--- src/sspf_pkg.sv ---
package sspf_pkg;

  // ==========================================================================
  // geometry
  localparam int WORD_W = 16;
  localparam int DATA_W = 16;
  localparam int ADDR_W = 3;
  localparam int PM_W   = 8;
  localparam int DC_W   = 5;
  localparam int FIXED_PRESCALE = 8;

  // ==========================================================================
  // register offsets (word index on the register port)
  localparam logic [ADDR_W-1:0] OFS_CTRL   = 3'h0;
  localparam logic [ADDR_W-1:0] OFS_CLKDIV = 3'h1;
  localparam logic [ADDR_W-1:0] OFS_CTLB   = 3'h2;
  localparam logic [ADDR_W-1:0] OFS_STATUS = 3'h3;
  localparam logic [ADDR_W-1:0] OFS_RXDATA = 3'h4;
  localparam logic [ADDR_W-1:0] OFS_TXDATA = 3'h5;

  // ==========================================================================
  // field layouts, bit 0 is the last member
  typedef struct packed {
    logic rx_int;
    logic tx_int;
    logic flag1_en;
    logic flag0_en;
    logic flag1_direction;
    logic flag0_direction;
    logic lsb_first_select;
    logic sync_active_low;
    logic early_word_sync;
    logic bit_length_sync_select;
    logic mixed_sync_length;
    logic common_clocking_select;
  } sspf_ctrl_type;

  typedef struct packed {
    logic            fixed_div8;
    logic [DC_W-1:0] frame_rate;
    logic [PM_W-1:0] prescale;
  } sspf_clkdiv_type;

  typedef struct packed {
    logic tx_req_en;
    logic rx_req_en;
    logic out_flag1;
    logic out_flag0;
  } sspf_ctlb_type;

  typedef struct packed {
    logic tx_empty;
    logic rx_full;
    logic in_flag1;
    logic in_flag0;
  } sspf_status_type;

  typedef struct packed {
    logic              wr;
    logic              rd;
    logic [ADDR_W-1:0] addr;
    logic [DATA_W-1:0] wdata;
  } sspf_bus_req_type;

  // ==========================================================================
  // reset values
  localparam sspf_ctrl_type   CTRL_RST   = 12'h000;
  localparam sspf_clkdiv_type CLKDIV_RST = 14'h0000;
  localparam sspf_ctlb_type   CTLB_RST   = 4'h0;

endpackage

--- src/sspf_port.sv ---
// Implementation choices: the strobed register port and the placing of the registers.
`timescale 1ns/1ps

module sspf_port
  import sspf_pkg::*;
(
  // clock and reset
  input  wire logic                   core_clk_i,
  input  wire logic                   resetn_i,
  // register port
  input  wire sspf_bus_req_type       bus_req_i,
  output logic [DATA_W-1:0]           bus_rdata_o,
  // transmit clock and sync pins
  input  wire logic                   tx_sck_i,
  output logic                        tx_sck_o,
  output logic                        tx_sck_oe_n_o,
  input  wire logic                   tx_fs_i,
  output logic                        tx_fs_o,
  output logic                        tx_fs_oe_n_o,
  // receive clock and sync pins
  input  wire logic                   rx_sck_i,
  input  wire logic                   rx_fs_i,
  // data pins
  input  wire logic                   rxd_i,
  output logic                        txd_o,
  output logic                        txd_oe_n_o,
  // flag pins
  input  wire logic [1:0]             serial_ctl_pin_i,
  output logic [1:0]                  serial_ctl_pin_o,
  output logic [1:0]                  serial_ctl_pin_oe_n_o,
  // service requests
  output logic                        rx_req_o,
  output logic                        tx_req_o
);

  localparam int FR_W = $clog2((2 ** DC_W) * WORD_W);
  localparam int CNT_W = $clog2(WORD_W);
  localparam logic [CNT_W-1:0] LAST_BIT = CNT_W'(WORD_W - 1);

  typedef enum logic [1:0] {TX_IDLE, TX_ARMED, TX_SEND} sspf_tx_state_type;
  typedef enum logic [1:0] {RX_IDLE, RX_ARMED, RX_RECV} sspf_rx_state_type;

  sspf_ctrl_type     ctrl_reg;
  sspf_clkdiv_type   clkdiv_reg;
  sspf_ctlb_type     ctlb_reg;
  sspf_status_type   status_reg;
  logic [DATA_W-1:0] rdata_reg;
  logic [WORD_W-1:0] rx_data_reg;
  logic [WORD_W-1:0] tx_data_reg;

  // ==========================================================================
  // synchronisers: 0 tx clock, 1 tx sync, 2 rx clock, 3 rx sync
  logic [3:0] ext_raw;
  logic [3:0] sync1_reg;
  logic [3:0] sync2_reg;
  logic [3:0] sync3_reg;

  assign ext_raw = {rx_fs_i, rx_sck_i, tx_fs_i, tx_sck_i};

  for (genvar g = 0; g < 4; g++)
  begin : g_sync
    always_ff @(posedge core_clk_i or negedge resetn_i)
    begin
      if (!resetn_i)
      begin
        sync1_reg[g] <= 1'b0;
        sync2_reg[g] <= 1'b0;
        sync3_reg[g] <= 1'b0;
      end
      else
      begin
        sync1_reg[g] <= ext_raw[g];
        sync2_reg[g] <= sync1_reg[g];
        sync3_reg[g] <= sync2_reg[g];
      end
    end
  end

  // ==========================================================================
  // format selection
  logic common;
  logic tx_bitlen;
  logic rx_look;
  logic tx_look;
  logic pol;

  assign common    = ctrl_reg.common_clocking_select;
  assign pol       = ctrl_reg.sync_active_low;
  assign tx_bitlen = ctrl_reg.bit_length_sync_select ^ (ctrl_reg.mixed_sync_length & ~common);
  // a look-ahead sync announces the word one bit early
  assign rx_look   = ctrl_reg.bit_length_sync_select | ctrl_reg.early_word_sync;
  assign tx_look   = tx_bitlen | ctrl_reg.early_word_sync;

  // ==========================================================================
  // internal clock generator
  logic [2:0]      pre_cnt_reg;
  logic [PM_W-1:0] div_cnt_reg;
  logic            gen_sck_reg;
  logic [FR_W-1:0] fr_cnt_reg;
  logic            gen_fs_reg;
  logic            pre_tick;
  logic            div_tick;
  logic            gen_rise;
  logic            gen_fall;
  logic [FR_W-1:0] fr_last;
  logic [FR_W-1:0] fr_next;
  logic            gen_fs_next;

  assign pre_tick = clkdiv_reg.fixed_div8 ? (pre_cnt_reg == 3'(FIXED_PRESCALE - 1)) : 1'b1;
  assign div_tick = pre_tick && (div_cnt_reg == clkdiv_reg.prescale);
  assign gen_rise = div_tick && !gen_sck_reg;
  assign gen_fall = div_tick && gen_sck_reg;
  assign fr_last  = FR_W'((int'(clkdiv_reg.frame_rate) + 1) * WORD_W - 1);
  assign fr_next  = (fr_cnt_reg == fr_last) ? '0 : fr_cnt_reg + 1'b1;

  // sync level for the bit slot that starts at the next rising edge
  always_comb
  begin
    if (tx_bitlen)
      gen_fs_next = (fr_next == fr_last);
    else if (ctrl_reg.early_word_sync)
      gen_fs_next = (fr_next == fr_last) || (fr_next < FR_W'(WORD_W - 1));
    else
      gen_fs_next = (fr_next < FR_W'(WORD_W));
  end

  always_ff @(posedge core_clk_i or negedge resetn_i)
  begin
    if (!resetn_i)
    begin
      pre_cnt_reg <= 3'h0;
      div_cnt_reg <= '0;
      gen_sck_reg <= 1'b0;
      fr_cnt_reg  <= '0;
      gen_fs_reg  <= 1'b0;
    end
    else
    begin
      pre_cnt_reg <= pre_tick ? 3'h0 : pre_cnt_reg + 3'h1;
      if (pre_tick)
        div_cnt_reg <= div_tick ? '0 : div_cnt_reg + 1'b1;
      if (div_tick)
        gen_sck_reg <= !gen_sck_reg;
      if (gen_rise)
      begin
        fr_cnt_reg <= fr_next;
        gen_fs_reg <= gen_fs_next;
      end
    end
  end

  assign tx_sck_o      = gen_sck_reg;
  assign tx_fs_o       = gen_fs_reg ^ pol;
  assign tx_sck_oe_n_o = !ctrl_reg.tx_int;
  assign tx_fs_oe_n_o  = !ctrl_reg.tx_int;

  // ==========================================================================
  // clock and sync routing per section
  logic rx_int_eff;
  logic tx_rise;
  logic rx_fall;
  logic tx_fs_act;
  logic rx_fs_act;

  assign tx_rise    = ctrl_reg.tx_int ? gen_rise : (sync2_reg[0] && !sync3_reg[0]);
  assign tx_fs_act  = ctrl_reg.tx_int ? gen_fs_next : (sync2_reg[1] ^ pol);
  // common clocking slaves the receiver to the transmit source
  assign rx_int_eff = common ? ctrl_reg.tx_int : ctrl_reg.rx_int;
  always_comb
  begin
    if (rx_int_eff)
    begin
      rx_fall   = gen_fall;
      rx_fs_act = gen_fs_reg;
    end
    else if (common)
    begin
      rx_fall   = !sync2_reg[0] && sync3_reg[0];
      rx_fs_act = sync2_reg[1] ^ pol;
    end
    else
    begin
      rx_fall   = !sync2_reg[2] && sync3_reg[2];
      rx_fs_act = sync2_reg[3] ^ pol;
    end
  end

  // ==========================================================================
  // transmitter
  sspf_tx_state_type tx_state_reg;
  logic [CNT_W-1:0]  tx_cnt_reg;
  logic [WORD_W-1:0] tx_sh_reg;
  logic              txd_reg;
  logic              tx_fs_prev_reg;
  logic [1:0]        flag_out_reg;
  logic              tx_edge;
  logic              tx_free;
  logic              tx_start;
  logic              tx_done;
  logic              lsb;

  assign lsb      = ctrl_reg.lsb_first_select;
  assign tx_edge  = tx_fs_act && !tx_fs_prev_reg;
  assign tx_done  = (tx_state_reg == TX_SEND) && (tx_cnt_reg == LAST_BIT);
  assign tx_free  = (tx_state_reg == TX_IDLE) || tx_done;
  assign tx_start = tx_rise && ((tx_state_reg == TX_ARMED) || (tx_free && tx_edge && !tx_look));

  always_ff @(posedge core_clk_i or negedge resetn_i)
  begin
    if (!resetn_i)
    begin
      tx_state_reg   <= TX_IDLE;
      tx_cnt_reg     <= '0;
      tx_sh_reg      <= '0;
      txd_reg        <= 1'b0;
      tx_fs_prev_reg <= 1'b0;
      flag_out_reg   <= 2'h0;
    end
    else if (tx_rise)
    begin
      tx_fs_prev_reg <= tx_fs_act;
      if (tx_start)
      begin
        tx_state_reg <= TX_SEND;
        tx_cnt_reg   <= '0;
        txd_reg      <= lsb ? tx_data_reg[0] : tx_data_reg[WORD_W-1];
        tx_sh_reg    <= lsb ? (tx_data_reg >> 1) : (tx_data_reg << 1);
        flag_out_reg <= {ctlb_reg.out_flag1, ctlb_reg.out_flag0};
      end
      else if (tx_free)
        tx_state_reg <= (tx_edge && tx_look) ? TX_ARMED : TX_IDLE;
      else if (tx_state_reg == TX_SEND)
      begin
        tx_cnt_reg <= tx_cnt_reg + 1'b1;
        txd_reg    <= lsb ? tx_sh_reg[0] : tx_sh_reg[WORD_W-1];
        tx_sh_reg  <= lsb ? (tx_sh_reg >> 1) : (tx_sh_reg << 1);
      end
    end
  end

  assign txd_o      = txd_reg;
  assign txd_oe_n_o = (tx_state_reg != TX_SEND);

  // ==========================================================================
  // receiver
  sspf_rx_state_type rx_state_reg;
  logic [CNT_W-1:0]  rx_cnt_reg;
  logic [WORD_W-1:0] rx_sh_reg;
  logic              rx_fs_prev_reg;
  logic [1:0]        in_latch_reg;
  logic [WORD_W-1:0] rx_sh_next;
  logic              rx_edge;
  logic              rx_first;
  logic              rx_done;

  assign rx_edge    = rx_fs_act && !rx_fs_prev_reg;
  assign rx_sh_next = lsb ? {rxd_i, rx_sh_reg[WORD_W-1:1]} : {rx_sh_reg[WORD_W-2:0], rxd_i};
  assign rx_first   = rx_fall && ((rx_state_reg == RX_ARMED) || ((rx_state_reg == RX_IDLE) && rx_edge && !rx_look));
  assign rx_done    = rx_fall && (rx_state_reg == RX_RECV) && (rx_cnt_reg == LAST_BIT);

  always_ff @(posedge core_clk_i or negedge resetn_i)
  begin
    if (!resetn_i)
    begin
      rx_state_reg   <= RX_IDLE;
      rx_cnt_reg     <= '0;
      rx_sh_reg      <= '0;
      rx_fs_prev_reg <= 1'b0;
      in_latch_reg   <= 2'h0;
    end
    else if (rx_fall)
    begin
      rx_fs_prev_reg <= rx_fs_act;
      if (rx_first)
      begin
        rx_state_reg <= RX_RECV;
        rx_cnt_reg   <= CNT_W'(1);
        rx_sh_reg    <= rx_sh_next;
        in_latch_reg <= serial_ctl_pin_i;
      end
      else if (rx_state_reg == RX_IDLE)
      begin
        if (rx_edge && rx_look)
          rx_state_reg <= RX_ARMED;
      end
      else if (rx_done)
      begin
        rx_sh_reg    <= rx_sh_next;
        rx_state_reg <= (rx_edge && rx_look) ? RX_ARMED : RX_IDLE;
      end
      else if (rx_edge)
        rx_state_reg <= RX_IDLE;
      else
      begin
        rx_cnt_reg <= rx_cnt_reg + 1'b1;
        rx_sh_reg  <= rx_sh_next;
      end
    end
  end

  // ==========================================================================
  // flag pins
  logic [1:0] flag_out_en;

  assign flag_out_en = {ctrl_reg.flag1_en & ctrl_reg.flag1_direction,
                        ctrl_reg.flag0_en & ctrl_reg.flag0_direction} & {2{common}};
  assign serial_ctl_pin_o      = flag_out_reg;
  assign serial_ctl_pin_oe_n_o = ~flag_out_en;

  // ==========================================================================
  // register port
  logic wr_txdata;
  logic rd_rxdata;

  assign wr_txdata = bus_req_i.wr && (bus_req_i.addr == OFS_TXDATA);
  assign rd_rxdata = bus_req_i.rd && (bus_req_i.addr == OFS_RXDATA);

  always_ff @(posedge core_clk_i or negedge resetn_i)
  begin
    if (!resetn_i)
    begin
      ctrl_reg    <= CTRL_RST;
      clkdiv_reg  <= CLKDIV_RST;
      ctlb_reg    <= CTLB_RST;
      tx_data_reg <= '0;
    end
    else if (bus_req_i.wr)
    begin
      unique case (bus_req_i.addr)
        OFS_CTRL:   ctrl_reg    <= sspf_ctrl_type'(bus_req_i.wdata[$bits(sspf_ctrl_type)-1:0]);
        OFS_CLKDIV: clkdiv_reg  <= sspf_clkdiv_type'(bus_req_i.wdata[$bits(sspf_clkdiv_type)-1:0]);
        OFS_CTLB:   ctlb_reg    <= sspf_ctlb_type'(bus_req_i.wdata[$bits(sspf_ctlb_type)-1:0]);
        OFS_TXDATA: tx_data_reg <= bus_req_i.wdata[WORD_W-1:0];
        default:    ;
      endcase
    end
  end

  // status: hardware set wins over the clearing access in the same cycle
  always_ff @(posedge core_clk_i or negedge resetn_i)
  begin
    if (!resetn_i)
    begin
      status_reg  <= '{tx_empty: 1'b1, rx_full: 1'b0, in_flag1: 1'b0, in_flag0: 1'b0};
      rx_data_reg <= '0;
    end
    else
    begin
      if (rx_done)
      begin
        rx_data_reg         <= rx_sh_next;
        status_reg.rx_full  <= 1'b1;
        status_reg.in_flag1 <= in_latch_reg[1];
        status_reg.in_flag0 <= in_latch_reg[0];
      end
      else if (rd_rxdata)
        status_reg.rx_full <= 1'b0;
      if (tx_start)
        status_reg.tx_empty <= 1'b1;
      else if (wr_txdata)
        status_reg.tx_empty <= 1'b0;
    end
  end

  always_ff @(posedge core_clk_i or negedge resetn_i)
  begin
    if (!resetn_i)
      rdata_reg <= '0;
    else if (bus_req_i.rd)
    begin
      unique case (bus_req_i.addr)
        OFS_CTRL:   rdata_reg <= DATA_W'(ctrl_reg);
        OFS_CLKDIV: rdata_reg <= DATA_W'(clkdiv_reg);
        OFS_CTLB:   rdata_reg <= DATA_W'(ctlb_reg);
        OFS_STATUS: rdata_reg <= DATA_W'(status_reg);
        OFS_RXDATA: rdata_reg <= DATA_W'(rx_data_reg);
        OFS_TXDATA: rdata_reg <= DATA_W'(tx_data_reg);
        default:    rdata_reg <= '0;
      endcase
    end
    else
      rdata_reg <= '0;
  end

  assign bus_rdata_o = rdata_reg;
  assign rx_req_o    = status_reg.rx_full & ctlb_reg.rx_req_en;
  assign tx_req_o    = status_reg.tx_empty & ctlb_reg.tx_req_en;
endmodule // sspf_port

--- config.mk ---
export PLATFORM = sky130hd
export DESIGN_NAME = sspf_port
export DESIGN_NICKNAME = d
export VERILOG_FILES = /design/src/sspf_pkg.sv /design/src/sspf_port.sv
export SDC_FILE = /design/constraint.sdc
export NUM_CORES = 1
export LEC_CHECK = 0
export ABC_CLOCK_PERIOD_IN_PS = 4100
export BUFFER_PORTS_ARGS = -buffer_cell sky130_fd_sc_hd__buf_2
export CAP_MARGIN = 20
export CELL_PAD_IN_SITES_DETAIL_PLACEMENT = 0
export CELL_PAD_IN_SITES_GLOBAL_PLACEMENT = 1
export CORE_ASPECT_RATIO = 0.9
export CORE_UTILIZATION = 25
export CTS_CLUSTER_SIZE = 20
export DETAILED_ROUTE_END_ITERATION = 8
export PLACE_DENSITY_LB_ADDON = 0.1
export SLEW_MARGIN = 20
export SYNTH_ARGS = -nofsm -noshare
export SYNTH_HDL_FRONTEND = slang
export SYNTH_SLANG_ARGS = --single-unit
--- constraint.sdc ---
create_clock -name core_clk_i -period 4.1 [get_ports core_clk_i]
set_clock_uncertainty 0.2 [all_clocks]
set_input_delay 0.205 -clock core_clk_i [delete_from_list [all_inputs] [get_ports core_clk_i]]
set_output_delay 0.205 -clock core_clk_i [all_outputs]
set_load 0.01 [all_outputs]
==> qor.yml, run 1 <==
outcome:
  status: "finished, final reports clean"
hold_path:
  hold_path_class: "flop to flop"
  hold_path_end: "sync2_reg[0]$_DFF_PN0_"
  hp-start: "sync1_reg[0]$_DFF_PN0_"
  holdPathStages: 0
yosys:
  netlist_area_sq_um: 8430
  async_flop_share_pct: 100
  ys.flop_type: "dfrtp_1"
  synth_seq_area_share_pct: 49.0
  synth_edf_count: 0
  yosys_warnings: 0
  ys_ff_latch: 165
  synthesis.instances: 778
  ys_types: 61
  syn_nets: 817
  avgSynthCellArea_sq_um: 10.8
timing:
  max_slew_margin_pct: 19.6
  timing.hold.ws_ps: 156
  setup_viol: 0
  period_share_pct: 92.6
  rsz0062_at_grt: "false"
  hold_viol_final: 0
  setup_tns_ps: 0
  worst_pin_slew_ps: 1190
  slew_viol_final: 0
  max_freq_mhz: 263
  layout_min_cycle_time_ps: 3800
placed_design:
  dp_hpwl_mm: 18.1
  port_buffers: 57
  dp_cells: 1225
  place.gp.congestion: 0.764
setup_path:
  rr_endpoint: "tx_sh_reg[0]$_DFFE_PN0P_"
  path_cells: "ha_1 > ha_1 > nand2b_1 > nand2_1 > nor4_1 > or2_2 > nand3_1 > o41ai_4 > buf_4 > nand3_1 > o311ai_0"
  reg2reg_depth: 11
  crit_family: "simple AND/OR/NAND/NOR gates"
  critical_path.max_stage_delay_ps: 850
  critPathBufInv: 1
  crit_type: "flop to flop"
  cp_slowest_cell: "o41ai_4"
  required_ps: 4220
  regToRegStartpoint: "pre_cnt_reg[0]$_DFF_PN0_"
  arrival_ps: 3910
  r2r_slack_ps: 300
  critPathCaptureType: "flop"
  worstSetupStartpointType: "flop"
  worst-path-max-fanout: 14
clock_network:
  cts_buffers: 17
  cts.sinks: 165
  cts_setup_buffers: 0
  tritoncts: "yes"
  cts_max_level: 4
  clock_latency_ps: 440
  cts-root-buf: "clkbuf_16"
  clkTransAtPathRegs_ps: 80
  clockBufferDepth: 2
die:
  core-area_sq_um: 33100
  initial_core_util_pct: 25.5
  dieArea_sq_um: 34500
  chipWidth_um: 196
  rows: 63
  ioPinCount: 58
  die_h_um: 176
route:
  vias_per_cell: 4.79
  vias: 6146
  drc: 0
  drt_iter0_drc: 290
  dr.pass1.iters: 4
  drt-total-wl_mm: 24.9
  drt-wirelength-per-cell_um: 19.4
  final_antenna_net_count: 0
pwr:
  ir_drop_mv: 0.266
  p_leak_uw: 0.00428
  p_per_area_nw_per_um2: 569
finish:
  fin_cells: 1283
  drive_above_1_share_pct: 24.5
  num-nets-final: 886
  multi_input_area_sq_um: 4070
  regArea_sq_um: 4130
  syn2layout_area_growth_pct: 19.5
  fillCellCount: 3398
job:
  cap_violations: 0
grt:
  grt_pass1_wl_mm: 38.8
  grt_usage_pct: 15.0
  grt_max_degree: 66
  grt_overflow: 0
  grt_pass1_vias: 6312
  antenna_found_initial: 0
where the power goes:
group	total (uW)	internal, uW	switching (uW)
combinational	1540	743	795
sequential	2510	2020	493
clock	1680	934	748
total	5740	3700	2040
synthesized netlist by cell type, types with 9 or more instances:
master    number  share of area (%)
a21oi_1       40                2.4
and2_1        11               0.82
clkbuf_1      39                1.7
dfrtp_1      164                 49
ha_1           9                1.3
inv_1         13               0.58
mux2_2        74                9.9
mux2i_1       43                5.1
mux4_2         9                2.4
nand2_1       50                2.2
nand2b_1       9               0.67
nand3_1       13               0.77
nand4_1        9               0.67
nor2_1        63                2.8
nor2b_1       14                1.0
o21ai_0       53                3.1
o221ai_1       9               0.93
or2_2         12               0.89
xnor2_1       17                1.8
xor2_1        18                1.9
cell type report:
type | count | share of cell area [%]
inverter | 13 | 0.484
clock buffer | 18 | 4.36
clock inverter | 14 | 1.69
timing repair buffer | 99 | 6.80
tap | 422 | 5.24
multi-input combinational | 551 | 40.4
antenna | 1 | 0.0248
sequential | 165 | 41.0
kinds of logic (layout without fill, tap and decap cells):
family	after synthesis	in the layout	synth area share, %
muxes	126	126	17.4
AOI/OAI and AO/OA	163	163	12.2
adders and majority gates	9	9	1.34
DFF	165	165	49.0
buffers and inverters	62	144	3.00
other	0	1	0
xor gates and xnor gates	37	37	4.18
and+or+nand+nor	216	216	12.9
worst max-delay path by stage:
stage	from	endpoint	cells after the start	slack (ps)
CTS	pre_cnt_reg[0]$_DFF_PN0_	tx_sh_reg[0]$_DFFE_PN0P_	11	270
global route	pre_cnt_reg[0]$_DFF_PN0_	tx_sh_reg[0]$_DFFE_PN0P_	11	20
floorplan	pre_cnt_reg[0]$_DFF_PN0_	tx_sh_reg[7]$_DFFE_PN0P_	12	1140
finish	pre_cnt_reg[0]$_DFF_PN0_	tx_sh_reg[0]$_DFFE_PN0P_	11	300
detailed placement	pre_cnt_reg[0]$_DFF_PN0_	tx_sh_reg[0]$_DFFE_PN0P_	11	270
global placement	pre_cnt_reg[0]$_DFF_PN0_	tx_sh_reg[0]$_DFFE_PN0P_	11	390
per-layer routing:
layer / part of all wire (%) / GRT usage [%]
met4: 0.86 / 3.67
met2: 46 / 23.4
met1: 51 / 21.5
met3: 3.1 / 2.58
met5: 0 / 0
placed cells by master (no fill, tap or decap), drive strengths merged, types with 8 or more instances in the layout:
| master | netlist | routed |
|---|---|---|
| nand2 | 50 | 50 |
| o21ai | 54 | 54 |
| nand3 | 13 | 13 |
| nor2 | 63 | 63 |
| a21oi | 41 | 41 |
| dfrtp | 164 | 164 |
| xnor2 | 17 | 17 |
| o221ai | 9 | 9 |
| mux2 | 74 | 74 |
| dlygate4sd3 | 0 | 25 |
| mux2i | 43 | 43 |
| inv | 13 | 18 |
| clkbuf | 40 | 18 |
| nand2b | 9 | 9 |
| and2 | 11 | 11 |
| xor2 | 18 | 18 |
| a22oi | 8 | 8 |
| nand4 | 9 | 9 |
| or2 | 12 | 12 |
| mux4 | 9 | 9 |
| nor2b | 14 | 14 |
| ha | 9 | 9 |
| buf | 9 | 74 |
worst reg2reg max path, stage by stage, from the launching register on:
cell	delay (ps)
dfrtp_1	360
ha_1	160
ha_1	150
nand2b_1	260
nand2_1	160
nor4_1	510
or2_2	270
nand3_1	180
o41ai_4	850
buf_4	350
nand3_1	90
o311ai_0	150
timing repair:
| action | 4_1_cts | 5_1_grt |
|---|---|---|
| hold buffers | 25 | 0 |
| gates resized for setup | 0 | 0 |
| endpoints found under the hold margin | 123 | 0 |
stage by stage:
step	area [sq um]	total power [uW]	setup WS, ps	util [%]
floorplan	8430	3500	1140	-
detailed placement	9210	4090	271	27.8
finish	10100	5740	304	30.4
CTS	10100	5820	274	30.4
global route	10100	6120	18.6	30.4
global placement	9200	4060	393	27.8
Note: power is estimated with default switching activity, not from simulation.
==> run 2, diff against run 1 <==
SETUP_SLACK_MARGIN = 0.4   (was default)
==> run 2 against run 1 <==
Compared with the run above: critical path depth down 1; first-iteration DRC count fell by 3.4%; largest power group unchanged; clock power about the same; non-clock buffer count increased by 3; via count up 0.86%.
==> qor.yml, run 2 (synthesized netlist as in run 1, its figures left out) <==
clock_network:
  cts_max_level: 4
  clockBufferDepth: 2
  cts_buffers: 17
  tritoncts: "yes"
  cts.sinks: 165
  clock_latency_ps: 430
  cts-root-buf: "clkbuf_16"
  clkTransAtPathRegs_ps: 80
die:
  initial_core_util_pct: 25.5
  die_h_um: 176
  chipWidth_um: 196
  dieArea_sq_um: 34500
  rows: 63
  core-area_sq_um: 33100
  ioPinCount: 58
timing:
  slew_viol_final: 0
  setup_viol: 0
  worst_pin_slew_ps: 1110
  rsz0062_at_grt: "false"
  hold_viol_final: 0
  max_freq_mhz: 291
  max_slew_margin_pct: 25.0
  period_share_pct: 83.9
  layout_min_cycle_time_ps: 3440
  setup_tns_ps: 0
grt:
  grt_max_degree: 66
  grt_usage_pct: 15.0
  grt_pass1_wl_mm: 38.9
  grt_overflow: 0
  antenna_found_initial: 0
  grt_pass1_vias: 6327
placed_design:
  dp_hpwl_mm: 18.1
  port_buffers: 57
  place.gp.congestion: 0.764
setup_path:
  worst-path-max-fanout: 9
  arrival_ps: 3570
  worstSetupStartpointType: "flop"
  crit_type: "flop to flop"
  critPathCaptureType: "flop"
  required_ps: 4230
job:
  cap_violations: 0
route:
  drt-total-wl_mm: 24.9
  final_antenna_net_count: 0
  drt_iter0_drc: 280
  drt-wirelength-per-cell_um: 19.4
  vias_per_cell: 4.82
  drc: 0
  dr.pass1.iters: 5
  vias: 6199
finish:
  syn2layout_area_growth_pct: 19.7
  drive_above_1_share_pct: 24.8
  final_common_cell: "dfrtp_1"
  diodes: 0
  num-nets-final: 889
  most-common-layout-cells: "dfrtp_1, mux2_2, nor2_1, buf_2, o21ai_0"
pwr:
  ir_drop_mv: 0.264
  p_per_area_nw_per_um2: 568
  p_total_uw: 5740
  p_leak_uw: 0.00430
outcome:
  status: "finished, final reports clean"
hold_path:
  hold_path_class: "flop to flop"
## run 2: power breakdown
| part | leakage (uW) | switching [uW] | internal [uW] | total (uW) |
|---|---|---|---|---|
| Sequential | 0.00205 | 496 | 2020 | 2520 |
| Clock | 0.000290 | 747 | 935 | 1680 |
| Combinational | 0.00196 | 794 | 745 | 1540 |
## run 2: final timing paths
kind	start	end	slack [ps]	depth (start not counted)
worst max-delay path	pre_cnt_reg[0]$_DFF_PN0_	tx_sh_reg[12]$_DFFE_PN0P_	660	10
worst min-delay path	sync1_reg[0]$_DFF_PN0_	sync2_reg[0]$_DFF_PN0_	160	0
worst max register to register	pre_cnt_reg[0]$_DFF_PN0_	tx_sh_reg[12]$_DFFE_PN0P_	660	10
worst min register to register	sync1_reg[0]$_DFF_PN0_	sync2_reg[0]$_DFF_PN0_	160	0
max in group asynchronous	resetn_i	ctrl_reg[10]$_DFFE_PN0P_	2460	3
min in group asynchronous	resetn_i	tx_sh_reg[11]$_DFFE_PN0P_	180	2
## run 2: layer usage
metal	global-route usage, %	part of all wire, %
met1	21.5	51
met5	0	0
met4	3.67	0.86
met3	2.67	2.6
met2	23.5	46
## run 2: area by class of cell
type / instances / area [sq um]
flip-flops and latches: 165 / 4130
fillers: 3398 / 23000
multi-input cells: 551 / 4070
repair buffers: 102 / 708
well taps: 422 / 528
clock inverters: 14 / 170
inverters: 13 / 48.8
clock buffers: 18 / 439
## run 2: per-stage QoR
stage / hold WS, ps / util, % / instances / setup WS [ps] / area (sq um)
floorplan: -291 / - / 778 / 1140 / 8430
global placement: 85.2 / 27.8 / 1224 / 393 / 9200
detailed placement: 84.3 / 27.8 / 1225 / 271 / 9210
CTS: 159 / 30.5 / 1285 / 632 / 10100
global route: 167 / 30.5 / 1285 / 408 / 10100
finish: 156 / 30.5 / 1285 / 661 / 10100
## run 2: repair_timing
action	CTS	global route
hold buffers	25	0
buffers inserted	3	0
setup endpoints to repair	5	0
endpoints found under the hold margin	123	0
resized for setup	0	0
## run 2: critical path: stages (launching register included)
cell	delay [ps]
dfrtp_1	360
ha_1	160
ha_1	150
nand2b_1	260
nand2_1	160
nor4_1	510
or2_2	270
nand3_1	180
nor3_4	500
mux2_2	410
o221ai_1	170
